<file path="src/reset_seq_pkg.sv">
/*
 * constants shared by the reset sequencer and its pin filter:
 * register offsets, field positions, reset values and timing counts.
 * assumes a single 200 MHz clock and a 32-bit AXI4-Lite register bus.
 */
package reset_seq_pkg;

  // ************************************************************
  // clock and timing
  // ************************************************************
  localparam int CLK_PERIOD_PS  = 5000;
  localparam int RECOG_TIME_NS  = 100;   // least low time on the reset pin
  localparam int RECOG_EXTRA    = 2;     // plus two cpu clocks
  localparam int RECOG_CYCLES   = (RECOG_TIME_NS * 1000 + CLK_PERIOD_PS - 1) / CLK_PERIOD_PS
                                  + RECOG_EXTRA;
  localparam int SEQ_CYCLES     = 64;    // length of the internal reset sequence
  localparam int MASK_DEPTH     = 2;     // synchroniser latency covered after own drive
  localparam int CNT_W          = 8;

  // ************************************************************
  // register map (byte addresses)
  // ************************************************************
  localparam logic [7:0] OFS_CFG      = 8'h00;
  localparam logic [7:0] OFS_STATUS   = 8'h04;
  localparam logic [7:0] OFS_BOOT     = 8'h08;
  localparam logic [7:0] OFS_IRQ_STAT = 8'h0C;
  localparam logic [7:0] OFS_IRQ_MASK = 8'h10;

  // ************************************************************
  // fields
  // ************************************************************
  localparam int CFG_EXT_EN_BIT   = 0;
  localparam int ST_INIT_DONE_BIT = 4;
  localparam int ST_IN_RESET_BIT  = 5;
  localparam int ST_BIDIR_BIT     = 6;
  localparam int ST_LOADER_BIT    = 7;
  localparam int BOOT_STRAP_BIT   = 4;   // boot_strap_select_pin within boot_config_port
  localparam int IRQ_W            = 3;
  localparam int IRQ_SEQ_DONE     = 0;
  localparam int IRQ_EXT_RESET    = 1;
  localparam int IRQ_CFG_REFUSED  = 2;

  // reset indication flags {wdt, sw, hw_short, hw_long}
  localparam logic [3:0] FLAG_HW_LONG  = 4'h1;
  localparam logic [3:0] FLAG_HW_SHORT = 4'h2;
  localparam logic [3:0] FLAG_SW       = 4'h4;
  localparam logic [3:0] FLAG_WDT      = 4'h8;

  localparam logic [1:0]  RESP_OKAY   = 2'h0;
  localparam logic [1:0]  RESP_SLVERR = 2'h2;
  localparam logic [15:0] BOOT_RESET  = 16'hFFFF;

endpackage

</file>
<file path="src/rst_pin_if.sv">
/*
 * carrier between the sequencer and its reset pin filter.
 * assumes both ends run on the same clock.
 */
`timescale 1ns/1ps
interface rst_pin_if;
  logic pin_level;   // raw reset pin level, synchronous input
  logic own_drive;   // sequencer is pulling the pin low
  logic ext_reset;   // one-cycle pulse: external low recognised
  logic ext_low;     // level: recognised external low still present

  modport filter (input pin_level, input own_drive, output ext_reset, output ext_low);
  modport seq    (output pin_level, output own_drive, input ext_reset, input ext_low);
endinterface

</file>
<file path="src/reset_sequencer.sv">
/*
 * bidirectional reset sequencer with AXI4-Lite registers.
 * assumes synchronous pin inputs, one 200 MHz clock and an open-drain
 * reset line resolved outside from reset_in_pin_oe.
 */
// Added by the designer: the register addresses and the AXI4-Lite interface to the registers.
`timescale 1ns/1ps
module reset_sequencer (
  // clock and reset
  input  wire logic        aclk,
  input  wire logic        aresetn,
  // axi4-lite write
  input  wire logic [7:0]  awaddr,
  input  wire logic        awvalid,
  output logic             awready,
  input  wire logic [31:0] wdata,
  input  wire logic [3:0]  wstrb,
  input  wire logic        wvalid,
  output logic             wready,
  output logic [1:0]       bresp,
  output logic             bvalid,
  input  wire logic        bready,
  // axi4-lite read
  input  wire logic [7:0]  araddr,
  input  wire logic        arvalid,
  output logic             arready,
  output logic [31:0]      rdata,
  output logic [1:0]       rresp,
  output logic             rvalid,
  input  wire logic        rready,
  // reset sources and end of init from the core
  input  wire logic        sw_reset_req,
  input  wire logic        wdt_reset_req,
  input  wire logic        end_of_init_instr,
  // pins
  input  wire logic        reset_in_pin_i,
  output logic             reset_in_pin_o,
  output logic             reset_in_pin_oe,
  output logic             reset_indication_out,
  input  wire logic [15:0] boot_config_port,
  // to the rest of the chip
  output logic             core_reset,
  output logic             bootloader_start,
  output logic             irq
);

  typedef enum logic {ST_RUN, ST_SEQ} seq_state_e;

  rst_pin_if pin ();

  seq_state_e                      state_r;
  logic [reset_seq_pkg::CNT_W-1:0] seq_cnt_r;
  logic        ext_en_r, mode_r, src_hw_r, init_done_r, pin_o_r, pin_oe_r;
  logic        indication_r, core_reset_r, loader_r, irq_r;
  logic [3:0]  flags_r;
  logic [15:0] boot_cfg_r;
  logic [reset_seq_pkg::IRQ_W-1:0] irq_stat_r, irq_mask_r, irq_set;
  logic        aw_have_r, w_have_r, awready_r, wready_r, bvalid_r, arready_r, rvalid_r;
  logic [7:0]  waddr_r;
  logic [31:0] wdata_r, rdata_r;
  logic        wstrb0_r;
  logic [1:0]  bresp_r, rresp_r;
  logic        any_req, seq_start, seq_end, commit, cfg_wr, cfg_refused;

  // ************************************************************
  // pin filter
  // ************************************************************
  assign pin.pin_level = reset_in_pin_i;
  assign pin.own_drive = pin_oe_r;

  rst_pin_filter u_filter (
    .aclk    (aclk),
    .aresetn (aresetn),
    .p       (pin.filter)
  );

  // ************************************************************
  // reset sequence
  // ************************************************************
  assign any_req   = pin.ext_reset | sw_reset_req | wdt_reset_req;
  assign seq_start = (state_r == ST_RUN) && any_req;
  // without extension a held external low keeps the sequence going
  assign seq_end   = (state_r == ST_SEQ)
                     && (seq_cnt_r == reset_seq_pkg::CNT_W'(reset_seq_pkg::SEQ_CYCLES - 1))
                     && (mode_r || !pin.ext_low);

  // sequence counter; once started it always runs its full length
  always_ff @(posedge aclk) begin
    if (!aresetn) begin
      state_r   <= ST_RUN;
      seq_cnt_r <= '0;
    end else begin
      unique case (state_r)
        ST_RUN: begin
          seq_cnt_r <= '0;
          if (any_req) state_r <= ST_SEQ;
        end
        ST_SEQ: begin
          if (seq_end) state_r <= ST_RUN;
          else if (seq_cnt_r != reset_seq_pkg::CNT_W'(reset_seq_pkg::SEQ_CYCLES - 1))
            seq_cnt_r <= seq_cnt_r + 1'b1;
        end
      endcase
    end
  end

  // mode latched at start: the enable bit itself is cleared by the reset
  always_ff @(posedge aclk) begin
    if (!aresetn) begin
      mode_r       <= 1'b0;
      src_hw_r     <= 1'b0;
      core_reset_r <= 1'b0;
      pin_oe_r     <= 1'b0;
      pin_o_r      <= 1'b0;
    end else if (seq_start) begin
      mode_r       <= ext_en_r;
      src_hw_r     <= pin.ext_reset;
      core_reset_r <= 1'b1;
      pin_oe_r     <= ext_en_r;
    end else if (seq_end) begin
      core_reset_r <= 1'b0;
      pin_oe_r     <= 1'b0;
    end
  end

  // reset indication flags
  always_ff @(posedge aclk) begin
    if (!aresetn) begin
      flags_r <= reset_seq_pkg::FLAG_HW_LONG;
    end else if (seq_start) begin
      if (ext_en_r)           flags_r <= reset_seq_pkg::FLAG_HW_LONG;
      else if (pin.ext_reset) flags_r <= reset_seq_pkg::FLAG_HW_SHORT;
      else if (sw_reset_req)  flags_r <= reset_seq_pkg::FLAG_SW;
      else                    flags_r <= reset_seq_pkg::FLAG_WDT;
    end else if (state_r == ST_SEQ && src_hw_r && !mode_r && pin.ext_low
                 && seq_cnt_r == reset_seq_pkg::CNT_W'(reset_seq_pkg::SEQ_CYCLES - 1)) begin
      // line still low when the nominal sequence runs out: a long reset
      flags_r <= reset_seq_pkg::FLAG_HW_LONG;
    end
  end

  // boot configuration taken at the end of a bidirectional or external-pin sequence
  always_ff @(posedge aclk) begin
    if (!aresetn) begin
      boot_cfg_r <= reset_seq_pkg::BOOT_RESET;
      loader_r   <= 1'b0;
    end else if (seq_start) begin
      loader_r   <= 1'b0;
    end else if (seq_end && (mode_r || src_hw_r)) begin
      boot_cfg_r <= boot_config_port;
      loader_r   <= !boot_config_port[reset_seq_pkg::BOOT_STRAP_BIT];
    end
  end

  // indication output stays low until end of init after the sequence
  always_ff @(posedge aclk) begin
    if (!aresetn) begin
      indication_r <= 1'b0;
      init_done_r  <= 1'b0;
    end else if (seq_start || state_r == ST_SEQ) begin
      indication_r <= 1'b0;
      init_done_r  <= 1'b0;
    end else if (end_of_init_instr) begin
      indication_r <= 1'b1;
      init_done_r  <= 1'b1;
    end
  end

  // ************************************************************
  // registers
  // ************************************************************
  assign commit      = aw_have_r && w_have_r && !bvalid_r;
  assign cfg_wr      = commit && (waddr_r == reset_seq_pkg::OFS_CFG) && wstrb0_r;
  assign cfg_refused = cfg_wr && init_done_r
                       && (wdata_r[reset_seq_pkg::CFG_EXT_EN_BIT] != ext_en_r);

  // enable bit: cleared by every reset, frozen after end of init
  always_ff @(posedge aclk) begin
    if (!aresetn || seq_start) begin
      ext_en_r <= 1'b0;
    end else if (cfg_wr && !init_done_r && state_r == ST_RUN) begin
      ext_en_r <= wdata_r[reset_seq_pkg::CFG_EXT_EN_BIT];
    end
  end

  // write channel: address and data taken in either order
  always_ff @(posedge aclk) begin
    if (!aresetn) begin
      aw_have_r <= 1'b0;
      w_have_r  <= 1'b0;
      awready_r <= 1'b1;
      wready_r  <= 1'b1;
      bvalid_r  <= 1'b0;
      bresp_r   <= reset_seq_pkg::RESP_OKAY;
      waddr_r   <= '0;
      wdata_r   <= '0;
      wstrb0_r  <= 1'b0;
    end else begin
      if (awvalid && awready_r) begin
        aw_have_r <= 1'b1;
        awready_r <= 1'b0;
        waddr_r   <= awaddr;
      end
      if (wvalid && wready_r) begin
        w_have_r <= 1'b1;
        wready_r <= 1'b0;
        wdata_r  <= wdata;
        wstrb0_r <= wstrb[0];
      end
      if (commit) begin
        bvalid_r <= 1'b1;
        case (waddr_r)
          reset_seq_pkg::OFS_CFG, reset_seq_pkg::OFS_IRQ_STAT,
          reset_seq_pkg::OFS_IRQ_MASK: bresp_r <= reset_seq_pkg::RESP_OKAY;
          default:                     bresp_r <= reset_seq_pkg::RESP_SLVERR;
        endcase
      end
      if (bvalid_r && bready) begin
        bvalid_r  <= 1'b0;
        aw_have_r <= 1'b0;
        w_have_r  <= 1'b0;
        awready_r <= 1'b1;
        wready_r  <= 1'b1;
      end
    end
  end

  // read channel: one cycle from address to data
  always_ff @(posedge aclk) begin
    if (!aresetn) begin
      arready_r <= 1'b1;
      rvalid_r  <= 1'b0;
      rdata_r   <= '0;
      rresp_r   <= reset_seq_pkg::RESP_OKAY;
    end else if (arvalid && arready_r) begin
      arready_r <= 1'b0;
      rvalid_r  <= 1'b1;
      rresp_r   <= reset_seq_pkg::RESP_OKAY;
      case (araddr)
        reset_seq_pkg::OFS_CFG:      rdata_r <= {31'h0, ext_en_r};
        reset_seq_pkg::OFS_STATUS:   rdata_r <= {24'h0, loader_r, mode_r,
                                                 core_reset_r, init_done_r, flags_r};
        reset_seq_pkg::OFS_BOOT:     rdata_r <= {16'h0, boot_cfg_r};
        reset_seq_pkg::OFS_IRQ_STAT: rdata_r <= {29'h0, irq_stat_r};
        reset_seq_pkg::OFS_IRQ_MASK: rdata_r <= {29'h0, irq_mask_r};
        default: begin
          rdata_r <= '0;
          rresp_r <= reset_seq_pkg::RESP_SLVERR;
        end
      endcase
    end else if (rvalid_r && rready) begin
      rvalid_r  <= 1'b0;
      arready_r <= 1'b1;
    end
  end

  // ************************************************************
  // interrupts: sticky, write one to clear, set wins
  // ************************************************************
  always_comb begin
    irq_set = '0;
    irq_set[reset_seq_pkg::IRQ_SEQ_DONE]    = seq_end;
    irq_set[reset_seq_pkg::IRQ_EXT_RESET]   = pin.ext_reset;
    irq_set[reset_seq_pkg::IRQ_CFG_REFUSED] = cfg_refused;
  end

  always_ff @(posedge aclk) begin
    if (!aresetn) begin
      irq_stat_r <= '0;
      irq_mask_r <= '0;
      irq_r      <= 1'b0;
    end else begin
      if (commit && wstrb0_r && waddr_r == reset_seq_pkg::OFS_IRQ_STAT)
        irq_stat_r <= (irq_stat_r & ~wdata_r[reset_seq_pkg::IRQ_W-1:0]) | irq_set;
      else
        irq_stat_r <= irq_stat_r | irq_set;
      if (commit && wstrb0_r && waddr_r == reset_seq_pkg::OFS_IRQ_MASK)
        irq_mask_r <= wdata_r[reset_seq_pkg::IRQ_W-1:0];
      irq_r <= |(irq_stat_r & irq_mask_r);
    end
  end

  // ************************************************************
  // outputs
  // ************************************************************
  assign awready              = awready_r;
  assign wready               = wready_r;
  assign bvalid               = bvalid_r;
  assign bresp                = bresp_r;
  assign arready              = arready_r;
  assign rvalid               = rvalid_r;
  assign rdata                = rdata_r;
  assign rresp                = rresp_r;
  assign reset_in_pin_o       = pin_o_r;   // open drain: only ever drives low
  assign reset_in_pin_oe      = pin_oe_r;
  assign reset_indication_out = indication_r;
  assign core_reset           = core_reset_r;
  assign bootloader_start     = loader_r;
  assign irq                  = irq_r;

  // ************************************************************
  // checks
  // ************************************************************
  chk_cfg_lock: assert property (@(posedge aclk) disable iff (!aresetn)
    cfg_wr && init_done_r && !seq_start |=> ext_en_r == $past(ext_en_r))
    else $error("enable bit changed after end of init");
  chk_enable_cleared: assert property (@(posedge aclk) disable iff (!aresetn)
    seq_start |=> !ext_en_r) else $error("enable bit survived a reset");
  chk_long_flags: assert property (@(posedge aclk) disable iff (!aresetn)
    seq_start && ext_en_r |=> flags_r == reset_seq_pkg::FLAG_HW_LONG)
    else $error("bidirectional reset not reported as long");
  chk_boot_capture: assert property (@(posedge aclk) disable iff (!aresetn)
    seq_end && mode_r |=> boot_cfg_r == $past(boot_config_port))
    else $error("boot config not captured");
  chk_loader_start: assert property (@(posedge aclk) disable iff (!aresetn)
    seq_end && mode_r |=> loader_r == !$past(boot_config_port[reset_seq_pkg::BOOT_STRAP_BIT]))
    else $error("bootloader start wrong");
  chk_stretch_full: assert property (@(posedge aclk) disable iff (!aresetn)
    $fell(core_reset_r) |-> $past(seq_cnt_r) ==
      reset_seq_pkg::CNT_W'(reset_seq_pkg::SEQ_CYCLES - 1))
    else $error("reset sequence cut short");
  chk_pin_pull_seq: assert property (@(posedge aclk) disable iff (!aresetn)
    seq_start && ext_en_r |=> (pin_oe_r && core_reset_r)[*8])
    else $error("reset pin not pulled during sequence");
  chk_indication_low: assert property (@(posedge aclk) disable iff (!aresetn)
    $rose(indication_r) |-> $past(end_of_init_instr) && !$past(core_reset_r))
    else $error("indication released without end of init");

endmodule

</file>
<file path="src/rst_pin_filter.sv">
/*
 * reset pin synchroniser and recognition filter.
 * assumes the sequencer reports its own pull-down through the carrier.
 */
`timescale 1ns/1ps
module rst_pin_filter (
  // clock and reset
  input  wire logic aclk,
  input  wire logic aresetn,
  // link to sequencer
  rst_pin_if.filter p
);

  logic                        sync1_r;
  logic                        sync2_r;
  logic [reset_seq_pkg::MASK_DEPTH-1:0] mask_r;
  logic [reset_seq_pkg::CNT_W-1:0]      low_cnt_r;
  logic                        ext_reset_r;
  logic                        ext_low_r;
  logic                        masked;

  // ************************************************************
  // synchroniser: sync1 feeds only sync2
  // ************************************************************
  always_ff @(posedge aclk) begin
    if (!aresetn) begin
      sync1_r <= 1'b1;
      sync2_r <= 1'b1;
    end else begin
      sync1_r <= p.pin_level;
      sync2_r <= sync1_r;
    end
  end

  // own drive is masked until it has left the synchroniser
  always_ff @(posedge aclk) begin
    if (!aresetn) begin
      mask_r <= '0;
    end else begin
      mask_r <= {mask_r[reset_seq_pkg::MASK_DEPTH-2:0], p.own_drive};
    end
  end

  assign masked = p.own_drive | (|mask_r);

  // low time counter, saturates once the reset is recognised
  always_ff @(posedge aclk) begin
    if (!aresetn) begin
      low_cnt_r   <= '0;
      ext_reset_r <= 1'b0;
      ext_low_r   <= 1'b0;
    end else if (sync2_r || masked) begin
      low_cnt_r   <= '0;
      ext_reset_r <= 1'b0;
      ext_low_r   <= 1'b0;
    end else if (low_cnt_r == reset_seq_pkg::CNT_W'(reset_seq_pkg::RECOG_CYCLES - 1)) begin
      ext_reset_r <= !ext_low_r;
      ext_low_r   <= 1'b1;
    end else begin
      low_cnt_r   <= low_cnt_r + 1'b1;
      ext_reset_r <= 1'b0;
    end
  end

  assign p.ext_reset = ext_reset_r;
  assign p.ext_low   = ext_low_r;

  chk_own_drive_ignored: assert property (@(posedge aclk) disable iff (!aresetn)
    p.own_drive |=> !ext_reset_r) else $error("own drive taken as reset");
  chk_recog_min_time: assert property (@(posedge aclk) disable iff (!aresetn)
    $rose(ext_reset_r) |->
      $past(low_cnt_r) == reset_seq_pkg::CNT_W'(reset_seq_pkg::RECOG_CYCLES - 1))
    else $error("reset recognised too early");

endmodule

</file>
<file path="config.mk">
export PLATFORM = sky130hd
export DESIGN_NAME = reset_sequencer
export DESIGN_NICKNAME = d
export VERILOG_FILES = /design/src/reset_seq_pkg.sv /design/src/rst_pin_if.sv /design/src/reset_sequencer.sv /design/src/rst_pin_filter.sv
export SDC_FILE = /design/constraint.sdc
export NUM_CORES = 1
export LEC_CHECK = 0
export BUFFER_PORTS_ARGS = -buffer_cell sky130_fd_sc_hd__clkbuf_2
export CAP_MARGIN = 20
export CELL_PAD_IN_SITES_DETAIL_PLACEMENT = 1
export CELL_PAD_IN_SITES_GLOBAL_PLACEMENT = 2
export CORE_ASPECT_RATIO = 1.1
export CORE_MARGIN = 10
export CORE_UTILIZATION = 29
export DETAILED_ROUTE_END_ITERATION = 10
export PLACE_DENSITY = 0.86
export SETUP_SLACK_MARGIN = 0.15
export SYNTH_ARGS = -nofsm -noshare
export SYNTH_HDL_FRONTEND = slang
export SYNTH_SLANG_ARGS = --single-unit
</file>
<file path="constraint.sdc">
create_clock -name aclk -period 2.55 [get_ports aclk]
set_input_delay 0.51 -clock aclk [delete_from_list [all_inputs] [get_ports aclk]]
set_output_delay 0.51 -clock aclk [all_outputs]
set_load 0.05 [all_outputs]
</file>
==> implementation parameters <==
Parameter                              Value

Yosys
  Synth warn    0
  Cell with the most instances after synthesis    sky130_fd_sc_hd__dfxtp_1
  Most instantiated cells after synthesis    sky130_fd_sc_hd__dfxtp_1 (94), sky130_fd_sc_hd__nand3_1 (55), sky130_fd_sc_hd__nand2_1 (40), sky130_fd_sc_hd__o21ai_0 (34), sky130_fd_sc_hd__clkbuf_1 (22)
  EDFF count, synth    0
  Cell type with the largest total area after synthesis    sky130_fd_sc_hd__dfxtp_1
  Main synth FF type    sky130_fd_sc_hd__dfxtp_1
  Biggest area contributors in the synthesized netlist    sky130_fd_sc_hd__dfxtp_1 (47%), sky130_fd_sc_hd__nand3_1 (6.9%), sky130_fd_sc_hd__o21ai_0 (4.2%), sky130_fd_sc_hd__nand2_1 (3.7%), sky130_fd_sc_hd__buf_4 (3.6%)
  Gate count after technology mapping    456
  Post-synthesis area per instance    8.802 um2
  Yosys top cell area share    46.88%
  Seq/Total Area, Yosys    46.88%
  Async set-reset flop share out of synthesis    0%
  Count of distinct cell types in the synthesized netlist    between 50 and 60
  Combined area of all synthesized cells    between 0.004 and 0.005 mm2
  Post-synthesis register bit count    94

Flow run
  Max-cap check violation count    0

Timing
  Final count of hold timing violations    0
  Final setup violation count    0
  Max Clock Skew    5.688 ps
  Slew at the pin closest to its max-slew limit    721.6 ps
  Max-slew headroom at the worst pin    51.77%
  Maximum achievable frequency    0.5142 GHz
  Share of the clock period used by the worst path after layout    76.26%
  Accumulated negative setup slack    0 ps
  Time the final worst path needs with I/O delays and setup    1945 ps
  Unrepaired setup endpoints after global routing    no
  Final Slew Violations    0

Clock tree
  Number of H-tree levels    3
  Post-CTS Hold Buffers    0
  TritonCTS clock tree    done
  Post-CTS sizing    0
  Setup Buffers After CTS    0
  Source-to-sink clock delay at the later pin of the worst-skew pair    340 ps
  Root Buffer    sky130_fd_sc_hd__clkbuf_16
  Number of buffers inserted during clock tree synthesis    9
  Clock sinks    94
  Clock input transition at the sequential cells of the worst setup and hold paths    60 ps
  Longest Clk Path Bufs    2

Route
  Vias    3504
  Routed via count divided by cell count    4.901
  Avg WL per Cell    16.09 um
  Violation count after the first detailed-route iteration    roughly 170
  Post-route DRC    0
  Routed Antenna Nets    0
  Total wirelength of the detailed-routed design    11500 um
  First-pass detailed-route iteration total    4

Hold path
  Worst Hold Class    primary input to register
  Launch instance of the worst min-delay path    reset_in_pin_i

Setup path
  Worst Setup Start Kind    register
  Worst Path Arrival    about 2200 ps
  Crit path capture type    register
  Cell type group with the largest total delay on the critical path    simple AND/OR/NAND/NOR gates
  Number of buffer and inverter stages on the critical path    0
  Launch point of the worst reg-to-reg path    waddr_r[1]$_SDFFE_PN0P_
  CP Cell Sequence    or4_4 > nor4_1 > nand2_1 > a32o_1
  Crit path from    waddr_r[1]$_SDFFE_PN0P_
  Standard cell with the maximum stage delay on the critical path    sky130_fd_sc_hd__nor4_1
  Maximum fanout along the worst path    4
  CP required    2780 ps
  Slowest cell delay on critical path    580 ps
  Critical path class    register to register

Place
  Count of input and output buffers    74
  Count of placed standard cells including taps    700
  HPWL after detailed placement    8609 um
  Gp weighted congestion    0.7771

Finish
  Fin nets    605
  Area occupied by multi-input gates    slightly below 0.002 mm2
  Post-Layout Cell Count    715
  Register area    0.001882 mm2
  Layout-stage area growth over the synthesis result    19.39%
  Antenna fix cells    0
  Layout filler cell count    ~1700
  Fin util    between 30% and 40%
  Share of post-route cells with drive strength above 1    between 10% and 20%

Global route
  GRT Overall Usage    12.15%
  Wire length of the first global-routing pass    between 15000 and 20000 um
  Met1 GRT Util    between 10% and 20%
  Sum of overflow across all layers after global routing    0
  GR peak layer    met2
  GRT met3 Usage    between 2 and 3%
  Vias in the first global route    3724
  Maximum number of pins on one net before global-route repair    between 40 and 50
  GR Util met2    22.07%
  Initial antenna violation count    0

Power
  Power density relative to cell area    approximately 660 mW/mm2
  Static Leak    0.001832 uW
  Peak supply drop    about 0.26 mV

Die
  Number of I/O pins    roughly 130
  Starting density of the core    29.34%
  Die Y-Extent    143.4 um
  Width of the die    ~130 um
  # rows    45
  Die Outline Area    0.01895 mm2
  Core area    0.01368 mm2

Status
  Outcome    completed
[registers in the layout (all words and copies together) (netlist names), 2 cells and up]
signal and flops:
u_filter.low_cnt_r 8, waddr_r 8, irq_stat_r 3, flags_r 4, irq_mask_r 3, u_filter.mask_r 2, seq_cnt_r 8, boot_cfg_r 16
rdata 16, wdata_r 3
[cells in the final DEF, fill, tap and decap left out, drive strengths merged, types with 7 or more instances in the layout]
master	n
clkbuf	84
o21ai	34
nand3	55
a21oi	13
a21boi	17
nor2b	19
xnor2	7
a22oi	13
conb	19
dfxtp	94
inv	9
and2	10
nor3	8
nand2	40
nor2	18
[per-layer routing]
layer  vias to the layer above  wire [um]
met5                         -          0
met4                         0        161
met3                        10        308
met2                        58       6006
met1                      1714       5027
li1                       1722          -
[final timing paths]
| path | cells past startpoint | slack (ps) | end |
|---|---|---|---|
| max | 4 | 610 | irq_stat_r[2]$_SDFF_PN0_ |
| min | 2 | 360 | u_filter.sync1_r$_SDFF_PN1_ |
| max reg2reg | 4 | 610 | irq_stat_r[2]$_SDFF_PN0_ |
| min reg2reg | 1 | 420 | u_filter.sync2_r$_SDFF_PN1_ |
[kinds of logic after synthesis]
family                   synth area share, %
AO/OA/AOI/OAI                          16.83
XOR/XNOR                               2.400
adder cells (fa/ha/maj)               0.9353
buffers and inverters                  6.546
flip-flops                             46.88
multiplexers                           1.122
other                                0.09343
AND/OR/NAND/NOR                        25.19
[worst reg2reg max path: cells and delay by family (launching register included)]
kind             cells  cell delay [ps]
AND/OR/NAND/NOR      3             1250
AO/OA/AOI/OAI        1              270
flip-flops           1              310
[area by class of cell]
cell class / instances / area share, %
tap: 188 / 4.909
clock inverter: 5 / 1.044
clock buffer: 10 / 4.987
timing repair buffer: 80 / 8.668
inverter: 9 / 0.7050
multi-input combinational: 329 / 40.42
sequential: 94 / 39.27
[stage by stage]
stage	total power (uW)	hold WS, ps	setup slack (ps)	cell area [um2]
global placement	1844	392.7	595.3	4503
finish	3141	355.1	605.4	4792
global route	3270	354.6	385.0	4792
detailed placement	1856	407.7	560.2	4503
floorplan	1782	386.3	749.6	4081
CTS	3177	347.4	552.2	4792
[power breakdown]
part / switching (uW) / leakage (uW) / total, uW / internal [uW]
Sequential: 34.7 / 0.000764 / 1540 / 1500
Combinational: 203 / 0.000920 / 287 / 83.4
Clock: 545 / 0.000148 / 1320 / 774
No activity file was read; power rests on OpenSTA's default activity.
